File: config.mk
export PLATFORM = sky130hd
export DESIGN_NAME = ppc_port_p
export DESIGN_NICKNAME = d
export VERILOG_FILES = /design/src/ppc_pkg.sv /design/src/ppc_port_p.sv
export VERILOG_INCLUDE_DIRS = /design/src /design/src/src
export SDC_FILE = /design/constraint.sdc
export NUM_CORES = 1
export LEC_CHECK = 0
export ABC_AREA = 1
export BUFFER_PORTS_ARGS = -buffer_cell sky130_fd_sc_hd__buf_2
export CELL_PAD_IN_SITES_DETAIL_PLACEMENT = 0
export CELL_PAD_IN_SITES_GLOBAL_PLACEMENT = 1
export CORE_MARGIN = 2
export CORE_UTILIZATION = 32
export CTS_CLUSTER_SIZE = 12
export DETAILED_ROUTE_END_ITERATION = 10
export GPL_TIMING_DRIVEN = 0
export PLACE_DENSITY_LB_ADDON = 0.1
export SYNTH_ARGS = -nofsm -noshare
export SYNTH_HDL_FRONTEND = slang
export SYNTH_SLANG_ARGS = --single-unit
File: constraint.sdc
create_clock -name mclk -period 1.6 [get_ports mclk]
set_clock_uncertainty 0.2 [all_clocks]
set_input_delay 0.16 -clock mclk [delete_from_list [all_inputs] [get_ports mclk]]
set_output_delay 0.16 -clock mclk [all_outputs]
set_load 0.01 [all_outputs]
File: src/ppc_defines.svh
// Purpose: constants for the port p pin control block
// Assumes: byte-wide registers, each on its own aligned apb word
// Notes:   printed offsets are register indexes; byte address is four times
`ifndef PPC_DEFINES_SVH
`define PPC_DEFINES_SVH
`define PPC_IDX_DATA      8'h18
`define PPC_IDX_PIN_INPUT 8'h19
`define PPC_IDX_DIRECTION 8'h1A
`define PPC_IDX_DRIVE     8'h1B
`define PPC_IDX_PULL_EN   8'h1C
`define PPC_IDX_POLARITY  8'h1D
`define PPC_IDX_IRQ_EN    8'h1E
`define PPC_IDX_IRQ_FLAG  8'h1F
`define PPC_IDX_ROUTING   8'h17
`define PPC_ROUTE_SPI_B   5
`define PPC_ROUTE_SPI_C   6
`define PPC_RST_BYTE      8'h00
`define PPC_ADDR_W        12
`endif

File: src/ppc_pkg.sv
// Purpose: shared types for the port p pin control block
// Assumes: eight pins per port
// Notes:   constants live in ppc_defines.svh
package ppc_pkg;
  typedef logic [7:0]  ppc_byte_t;
  typedef logic [31:0] ppc_word_t;
  typedef enum logic [1:0] {
    PPC_OWN_GPIO = 2'b00,
    PPC_OWN_SPI  = 2'b01,
    PPC_OWN_PWM  = 2'b11
  } ppc_owner_e;
endpackage : ppc_pkg

File: src/ppc_port_p.sv
// Purpose: port p pin control with pwm/spi sharing, spi routing and edge interrupts
// Assumes: apb slave on mclk, zero wait states, pins synchronised internally
// Notes:   pad strength and pull signals are per-pin outputs toward the pad ring
`timescale 1ns/100ps
`default_nettype none
`include "ppc_defines.svh"

module ppc_port_p #(
  parameter int NUM_MODULES = 3
) (
  // clock and reset
  input  wire logic                     mclk,
  input  wire logic                     rst,
  // apb slave
  input  wire logic                     psel,
  input  wire logic                     penable,
  input  wire logic                     pwrite,
  input  wire logic [`PPC_ADDR_W-1:0]   paddr,
  input  wire logic [31:0]              pwdata,
  input  wire logic [3:0]               pstrb,
  output logic      [31:0]              prdata,
  output logic                          pready,
  output logic                          pslverr,
  // pwm channels
  input  wire logic [7:0]               pwm_enable,
  input  wire logic [7:0]               pwm_out,
  input  wire logic                     pwm_shutdown_en,
  // spi_b and spi_c pin requests: bits 3:0 miso, mosi, sck, ss
  input  wire logic                     spi_b_enable,
  input  wire logic [3:0]               spi_b_out,
  input  wire logic [3:0]               spi_b_oe,
  input  wire logic                     spi_c_enable,
  input  wire logic [3:0]               spi_c_out,
  input  wire logic [3:0]               spi_c_oe,
  output logic      [3:0]               spi_b_in,
  output logic      [3:0]               spi_c_in,
  output logic                          pwm7_in,
  // port p pins
  input  wire logic [7:0]               port_p_pin_level,
  output logic      [7:0]               port_p_pin_drive,
  output logic      [7:0]               port_p_pin_oe,
  output logic      [7:0]               port_p_reduced,
  output logic      [7:0]               port_p_pull_up,
  output logic      [7:0]               port_p_pull_down,
  // routing toward port h
  output logic                          spi_b_to_port_h,
  output logic                          spi_c_to_port_h,
  // interrupt
  output logic                          port_p_irq
);
  import ppc_pkg::*;

  localparam bit HAS_SPI_B = (NUM_MODULES >= 2);
  localparam bit HAS_SPI_C = (NUM_MODULES >= 3);

  ppc_byte_t data_reg, dir_reg, drive_reg, pull_reg, pol_reg, ie_reg, flag_reg;
  ppc_byte_t route_reg;
  ppc_byte_t sync1_reg, sync2_reg, prev_reg;
  ppc_byte_t pin_o_next, pin_oe_next, rd_byte;
  ppc_byte_t edge_hit;
  logic      spi_b_act, spi_c_act;
  logic      wr_stb, rd_stb, addr_ok;
  logic [7:0] idx;
  ppc_owner_e owner [8];

  // spi_a routing to port m lives in the port m block; nothing here
  assign idx    = paddr[9:2];
  assign addr_ok = (paddr[1:0] == 2'b00) && (paddr[`PPC_ADDR_W-1:10] == '0) &&
                   (idx >= `PPC_IDX_ROUTING) && (idx <= `PPC_IDX_IRQ_FLAG);
  assign wr_stb = psel && penable && pwrite && addr_ok && pstrb[0];
  assign rd_stb = psel && !penable && !pwrite;

  // spi units active on port p only when not rerouted to port h
  assign spi_b_act = HAS_SPI_B && spi_b_enable && !route_reg[`PPC_ROUTE_SPI_B];
  assign spi_c_act = HAS_SPI_C && spi_c_enable && !route_reg[`PPC_ROUTE_SPI_C];

  // two stage synchroniser
  always_ff @(posedge mclk) begin
    if (rst) begin
      sync1_reg <= `PPC_RST_BYTE;
      sync2_reg <= `PPC_RST_BYTE;
      prev_reg  <= `PPC_RST_BYTE;
    end else begin
      sync1_reg <= port_p_pin_level;
      sync2_reg <= sync1_reg;
      prev_reg  <= sync2_reg;
    end
  end

  // per-pin ownership and drive
  genvar g;
  generate
    for (g = 0; g < 8; g++) begin : g_pin
      logic spi_act;
      logic spi_o;
      logic spi_oe;
      assign spi_act = (g < 4) ? spi_b_act : spi_c_act;
      assign spi_o   = (g < 4) ? spi_b_out[g % 4] : spi_c_out[g % 4];
      assign spi_oe  = (g < 4) ? spi_b_oe[g % 4] : spi_c_oe[g % 4];
      always_comb begin
        if (pwm_enable[g]) begin
          owner[g] = PPC_OWN_PWM;
        end else if (spi_act) begin
          owner[g] = PPC_OWN_SPI;
        end else begin
          owner[g] = PPC_OWN_GPIO;
        end
      end
      always_comb begin
        case (owner[g])
          PPC_OWN_PWM: begin
            pin_o_next[g]  = pwm_out[g];
            pin_oe_next[g] = (g == 7) ? !pwm_shutdown_en : 1'b1;
          end
          PPC_OWN_SPI: begin
            pin_o_next[g]  = spi_o;
            pin_oe_next[g] = spi_oe;
          end
          default: begin
            pin_o_next[g]  = data_reg[g];
            pin_oe_next[g] = dir_reg[g];
          end
        endcase
      end
      assign edge_hit[g] = pol_reg[g] ? (sync2_reg[g] && !prev_reg[g])
                                      : (!sync2_reg[g] && prev_reg[g]);
    end
  endgenerate

  // pad control outputs, all registered
  always_ff @(posedge mclk) begin
    if (rst) begin
      port_p_pin_drive <= `PPC_RST_BYTE;
      port_p_pin_oe    <= `PPC_RST_BYTE;
      port_p_reduced   <= `PPC_RST_BYTE;
      port_p_pull_up   <= `PPC_RST_BYTE;
      port_p_pull_down <= `PPC_RST_BYTE;
    end else begin
      port_p_pin_drive <= pin_o_next;
      port_p_pin_oe    <= pin_oe_next;
      port_p_reduced   <= drive_reg & pin_oe_next;
      port_p_pull_up   <= pull_reg & ~pin_oe_next & ~pol_reg;
      port_p_pull_down <= pull_reg & ~pin_oe_next & pol_reg;
    end
  end

  // peripheral input side
  always_ff @(posedge mclk) begin
    if (rst) begin
      spi_b_in        <= 4'h0;
      spi_c_in        <= 4'h0;
      pwm7_in         <= 1'b0;
      spi_b_to_port_h <= 1'b0;
      spi_c_to_port_h <= 1'b0;
    end else begin
      spi_b_in        <= sync2_reg[3:0];
      spi_c_in        <= sync2_reg[7:4];
      pwm7_in         <= sync2_reg[7];
      spi_b_to_port_h <= HAS_SPI_B && route_reg[`PPC_ROUTE_SPI_B];
      spi_c_to_port_h <= HAS_SPI_C && route_reg[`PPC_ROUTE_SPI_C];
    end
  end

  // software registers
  always_ff @(posedge mclk) begin
    if (rst) begin
      data_reg  <= `PPC_RST_BYTE;
      dir_reg   <= `PPC_RST_BYTE;
      drive_reg <= `PPC_RST_BYTE;
      pull_reg  <= `PPC_RST_BYTE;
      pol_reg   <= `PPC_RST_BYTE;
      ie_reg    <= `PPC_RST_BYTE;
      route_reg <= `PPC_RST_BYTE;
    end else if (wr_stb) begin
      case (idx)
        `PPC_IDX_DATA:      data_reg  <= pwdata[7:0];
        `PPC_IDX_DIRECTION: dir_reg   <= pwdata[7:0];
        `PPC_IDX_DRIVE:     drive_reg <= pwdata[7:0];
        `PPC_IDX_PULL_EN:   pull_reg  <= pwdata[7:0];
        `PPC_IDX_POLARITY:  pol_reg   <= pwdata[7:0];
        `PPC_IDX_IRQ_EN:    ie_reg    <= pwdata[7:0];
        `PPC_IDX_ROUTING:   route_reg <= {1'b0, pwdata[6:5], 5'h00};
        default:            route_reg <= route_reg;
      endcase
    end
  end

  // edge flags: set wins over a write-one clear
  always_ff @(posedge mclk) begin
    if (rst) begin
      flag_reg <= `PPC_RST_BYTE;
    end else begin
      flag_reg <= (flag_reg & ~((wr_stb && idx == `PPC_IDX_IRQ_FLAG) ? pwdata[7:0] : 8'h00))
                  | edge_hit;
    end
  end

  always_ff @(posedge mclk) begin
    if (rst) begin
      port_p_irq <= 1'b0;
    end else begin
      port_p_irq <= |(flag_reg & ie_reg);
    end
  end

  // read mux
  always_comb begin
    case (idx)
      `PPC_IDX_DATA:      rd_byte = (data_reg & dir_reg) | (sync2_reg & ~dir_reg);
      `PPC_IDX_PIN_INPUT: rd_byte = sync2_reg;
      `PPC_IDX_DIRECTION: rd_byte = dir_reg;
      `PPC_IDX_DRIVE:     rd_byte = drive_reg;
      `PPC_IDX_PULL_EN:   rd_byte = pull_reg;
      `PPC_IDX_POLARITY:  rd_byte = pol_reg;
      `PPC_IDX_IRQ_EN:    rd_byte = ie_reg;
      `PPC_IDX_IRQ_FLAG:  rd_byte = flag_reg;
      `PPC_IDX_ROUTING:   rd_byte = route_reg;
      default:            rd_byte = 8'h00;
    endcase
  end

  // apb answer: ready one cycle after setup
  always_ff @(posedge mclk) begin
    if (rst) begin
      pready  <= 1'b0;
      pslverr <= 1'b0;
      prdata  <= 32'h0000_0000;
    end else begin
      pready  <= psel && !penable;
      pslverr <= psel && !penable && !addr_ok;
      if (rd_stb) begin
        prdata <= {24'h00_0000, addr_ok ? rd_byte : 8'h00};
      end
    end
  end
endmodule : ppc_port_p
`default_nettype wire

## Word-level counts from Yosys, hierarchy flattened

Cells that the tools add are included.

| storage, ports and cells | value |
|---|---|
| flip-flop bits (word level) | 144 |
| bits of input ports | 96 |
| output and inout bits | 86 |
| word-level logic and storage cells | 164 |

| cells by class | value |
|---|---|
| order comparisons | 2 |
| eq/ne operators | 25 |
| multiplexer cells | 37 |
| bitwise gates (word level) | 14 |
| reduce and logical (&&, ||, !) cells | 61 |

Operators by type and width:

| cell | count |
|---|---|
| $eq A8 B5 Y1 const B | 9 |
| $pmux W8 S9 | 1 |
| $and A8 B8 Y8 | 8 |
| $not A8 Y8 | 4 |
| $pmux W1 S2 | 16 |
| $logic_and A1 B1 Y1 | 29 |
| $logic_not A1 Y1 | 22 |
| $eq A2 B1 Y1 const B | 8 |
| $eq A2 B2 Y1 const B | 8 |
| $mux W2 | 8 |
| $mux W8 | 2 |
| $or A8 B8 Y8 | 2 |
| $reduce_and A2 Y1 | 7 |
| $mux W1 | 10 |
| $ge A8 B5 Y1 const B | 1 |
| $le A8 B5 Y1 const B | 1 |
| $reduce_or A8 Y1 | 1 |
| $logic_not A2 Y1 | 2 |

## Logic depth before layout (Yosys ltp)

| depth | value |
|---|---|
| depth in word-level cells | 11 |
| depth in mapped cells | 11 |
| depth with buffers taken out | 9 |

## Worst setup path after synthesis

Ideal clock, no wire load.

| timing path | value |
|---|---|
| path kind | input -> register |
| from | input port paddr[7] |
| to | register ie_reg[0] |
| setup time | 0.116 ns |
| data arrival time | 1.299 ns |
| required time | 1.284 ns |
| setup slack | -0.015 ns |
| cell stages on the path | 9 |
| path buffers | 1 |
| cells stage by stage | inv_1 nand2_1 nor2_1 o21ai_1 nor2_2 nand4_1 clkbuf_1 o21ai_0 nor2_1 |

| on the way | value |
|---|---|
| cells in the longest elaborated chain, start to end | 6 |
| elaborated cells on any way between the ends | 8 |
| classes of those cells | order compare (2); eq/ne (1); reduce/logical (5) |

RTL lines:

| item | line | text |
|---|---|---|
| from (decl) | ppc_port_p.sv:18 | `` input wire logic [`PPC_ADDR_W-1:0] paddr, `` |
| $ge A8 B5 Y1 (no line) | -- |  |
| $logic_and A1 B1 Y1 (2 in a row) | ppc_port_p.sv:68 | `` assign addr_ok = (paddr[1:0] == 2'b00) && (paddr[`PPC_ADDR_W-1:10] == '0) && `` |
| $logic_and A1 B1 Y1 (2 in a row) | ppc_port_p.sv:70 | `assign wr_stb = psel && penable && pwrite && addr_ok && pstrb[0];` |
| $reduce_and A2 Y1 (no line) * | -- |  |
| to (signal assigned) | ppc_port_p.sv:172 | `` ie_reg <= `PPC_RST_BYTE; `` |
| to (signal assigned) | ppc_port_p.sv:181 | `` `PPC_IDX_IRQ_EN: ie_reg <= pwdata[7:0]; `` |
| to (decl) | ppc_port_p.sv:56 | `ppc_byte_t data_reg, dir_reg, drive_reg, pull_reg, pol_reg, ie_reg, flag_reg;` |

Every way passes the cells marked *; elsewhere a longest branch is shown, timed or not.
A chain may end at the register's enable or synchronous reset.

## Worst setup path after layout

| timing path | value |
|---|---|
| from | input port paddr[4] |
| to | register drive_reg[6] |

| on the way | value |
|---|---|
| cells in the longest elaborated chain, start to end | 6 |
| elaborated cells on any way between the ends | 8 |
| classes of those cells | order compare (2); eq/ne (1); reduce/logical (5) |

RTL lines:

| item | line | text |
|---|---|---|
| $ge A8 B5 Y1 (no line) | -- |  |
| $logic_and A1 B1 Y1 (2 in a row) | ppc_port_p.sv:68 |  |
| $logic_and A1 B1 Y1 (2 in a row) | ppc_port_p.sv:70 |  |
| $reduce_and A2 Y1 (no line) * | -- |  |
| to (signal assigned) | ppc_port_p.sv:169 | `` drive_reg <= `PPC_RST_BYTE; `` |
| to (signal assigned) | ppc_port_p.sv:178 | `` `PPC_IDX_DRIVE: drive_reg <= pwdata[7:0]; `` |
| to (decl) | ppc_port_p.sv:56 |  |

Marked as above.

==> impl_results.md <==
* Result of the run: finished, final reports clean
* Synthesized area per cell at about 6.8 sq um
* Register-to-Register Path Depth at 6
* Highest clock frequency the design can meet at between 600 and 700 MHz
* Tot Pwr at 8.304 mW
* Top-Level Pins at 182
* Hold path cells at 6
* Clk_lat worst skew at roughly 430 ps
* Peak supply drop at slightly above 700 uV
* Final Net Count at approximately 1200
* Vias post-DR at between 6000 and 7000
* Diode insertion count for antenna repair at 0
* Internal power at around 6.3 mW
* Overall routed net length at 20.69 mm
* Crit-path most repeated cell: nand2_1
* Placer Congestion at 0.8744
* Global-route wire length before repair at about 32 mm
* Most common cell after layout, fill and taps aside: nor2_1
* P_leak at between 4 and 5 nW
* Worst slack on hold paths at ~46 ps
* Number of buffers and inverters on the critical path at 3
* Normalized max-slew margin at between 50% and 60%
* Flop pwr share at about two fifths
* Setup total negative slack at 0 ps
* Data required time of the critical path at 1770 ps
* DRT antenna net count at 0
* Pin count of the biggest net entering global routing at 17
* Routed length on met1 at roughly 9.7 mm
* Vias in the first global route at 5665
* Count of input and output buffers at about 130
* Number of distinct library cell variants in the gate-level netlist after synthesis at 27
* Total track usage at 21.55%
* Post-Synthesis Cells at 864
* Chip Height at 139.2 um
* Final critical-path share of the clock period at between 90% and 100%
* Unrepaired setup endpoints after global routing: yes
* Area growth from synthesis to final layout at 43.45%
* Uppermost layer routed: met4
* CP delay by family, top: simple AND/OR/NAND/NOR gates
* Fraction of post-synthesis cell area in the top cell type by area at 46.23%
* Slowest cell delay on critical path at about 400 ps
* Commonest cells after routing, fill and taps aside: nor2_1 (183), nand2_1 (180), dfxtp_1 (131), buf_2 (130), inv_1 (107)
* Wire length per cell after detailed routing at about 15 um
* Max capacitance violation total at 0
* Crit path launch: paddr[4]
* Horizontal extent of the die at ~140 um
* Critical path's slowest cell: nor2_2
* TritonCTS clock tree: done
* Sink count of the clock tree at 135
* DP HPWL at around 15 mm
* Worst R2R Start: route_reg[6]
* Cell Rows at just under 50
* Switching power summed over all nets at roughly 2.0 mW
* Combinational Power Share at under 10%
* Slew Viols, Final at 0
* DRT iter0 DRCs at 363
* Clock Pin Slew Worst Setup and Hold Paths at roughly 60 ps
* Fraction of final layout cells with drive strength greater than 1 at a little under a quarter
* Cell Pwr Density at 990.3 nW/um^2
* Total met3 wirelength after detailed routing at around 1.1 mm
* End of the worst register-to-register path: port_p_pull_up[5]
* Root buf cell: clkbuf_16
* Most area-hungry cell type in the Yosys netlist: dfxtp_1
* DRC Markers at 0
* Arrival time of data at the critical path endpoint at around 1700 ps
* Critical Path End Type: flop
* Filler instances at 1879
* Number of stages on the worst setup path at 9
* Post-synthesis sequential area ratio at ~46%
* Path type of the worst setup path: in -> reg
* Cell breakdown of the critical path: buf_2 > inv_1 > nand2_1 > nor2_2 > nand4_1 > buf_2 > nand2_1 > nand2_1 > nor2_1
* Post-layout min period at between 1500 and 2000 ps
* Area of the die at 19360 sq um
* Mapped Area at between 5000 and 6000 sq um
* Worst-Margin Slew at between 600 and 700 ps
* Starting density of the core at between 30% and 40%
* End point of the critical path: drive_reg[6]
* CTS Buf Count at 17
* Switching share of power at 24.40%
* Total setup violations reported at the end of the flow at 0
* First-pass iteration count of the detailed router at 5
* Share of total power in the clock network at approximately 50%
* Critical Path Start Type: input pin
* Via count normalized by instance count at approximately 4.5
* Detailed-routed wire length on met2 at between 9 and 10 mm
* Class of the tightest hold or removal check: in -> reg
* Antenna violations before repair at 0
* FF+latch count, synth at ~140
* Maximum clock path buffer count at 2
* Largest fanout on the critical path at 10
* Grt ovf at 0
* Endpoints failing hold at 0
* H-tree levels at 4
* Core footprint at about 18000 sq um
* Setup slack of the worst register-to-register path at 60 ps
* Yosys warning total at 0
* Largest cells by area after synthesis: dfxtp_1 (46%), nor2_1 (12%), nand2_1 (12%)
==> synth_stat cells (all sizes together) <==
| library cell | number |
|---|---|
| o22ai | 7 |
| nand3 | 78 |
| nand3b | 1 |
| inv | 114 |
| nand2 | 184 |
| dfxtp | 135 |
| nor3 | 11 |
| clkbuf | 19 |
| buf | 36 |
| conb | 1 |
| o21ai | 35 |
| nor4 | 1 |
| a221oi | 2 |
| o211ai | 8 |
| nand4 | 15 |
| nor2 | 194 |
| a21oi | 20 |
| a22o | 1 |
| o311ai | 1 |
| clkinv | 1 |
==> worst reg2reg max path, delay by kind of cell (launching register included) <==
| family | cells | cell delay (ps) |
|---|---|---|
| AOI/OAI and AO/OA | 1 | 260 |
| and+or+nand+nor | 4 | 560 |
| DFF | 1 | 350 |
| buffers and inverters | 1 | 100 |
==> per-layer routing <==
layer / track usage (%) / vias to the layer above
li1: - / 3123
met1: 28.90 / 2743
met2: 34.74 / 177
met3: 3.902 / 33
met4: 7.974 / 0
met5: 0 / -
==> logic make-up (layout without fill, tap and decap cells) <==
kind of cell	Yosys count	count (layout)	share of synthesized area (%)
DFF	135	135	46.23
and+or+nand+nor	484	484	33.97
buffers and inverters	170	396	12.65
other	1	24	0.06415
AOI/OAI and AO/OA	74	74	7.085
==> power groups by stage <==
stage          logic (mW)  registers, mW  clock network [mW]
2_1_floorplan       0.275           3.53                   0
3_3_place_gp        0.539           3.52                   0
3_5_place_dp        0.536           3.52                   0
4_1_cts             0.673           3.45                4.23
5_1_grt             0.758           3.45                4.38
6_report            0.696           3.45                4.16
==> through the flow <==
stage	worst slack (ps)	instance area, sq um	utilization (%)	cells
finish	41.96	8386	46.68	1342
global route	-71.61	8386	46.68	1342
CTS	7.367	8237	45.85	1339
detailed placement	-850.6	6885	38.33	1243
global placement	-933.9	6885	38.33	1243
floorplan	33.87	5963	-	887
==> cell type report <==
class                      count  area, sq um  share of cell area (%)
multi-input combinational    582         2685                   32.02
sequential                   135         2708                   32.29
inverter                     115        446.7                   5.327
clock buffer                  19        452.9                   5.401
clock inverter                13        168.9                   2.014
buffer                        54        351.6                   4.193
timing repair buffer         195         1286                   15.34
tap                          229        286.5                   3.417
==> worst min path at each step <==
stage | start | slack (ps) | endpoint
after floorplan | penable | 40 | pready
after global placement | penable | 160 | pslverr
after detailed placement | port_p_pin_level[6] | 160 | sync1_reg[6]
after CTS | pwdata[6] | 20 | drive_reg[6]
after global routing | pwdata[6] | 80 | drive_reg[6]
final | paddr[10] | 50 | prdata[4]
==> timing repair <==
item / CTS / global route
gates cloned: 0 / 1
setup endpoints to repair: 90 / 85
resized for setup: 28 / 51
hold endpoints to repair: 90 / 0
setup buffers: 7 / 3
pin swaps: 6 / 5
hold buffers: 57 / 0
Note: power is estimated with default switching activity, not from simulation.
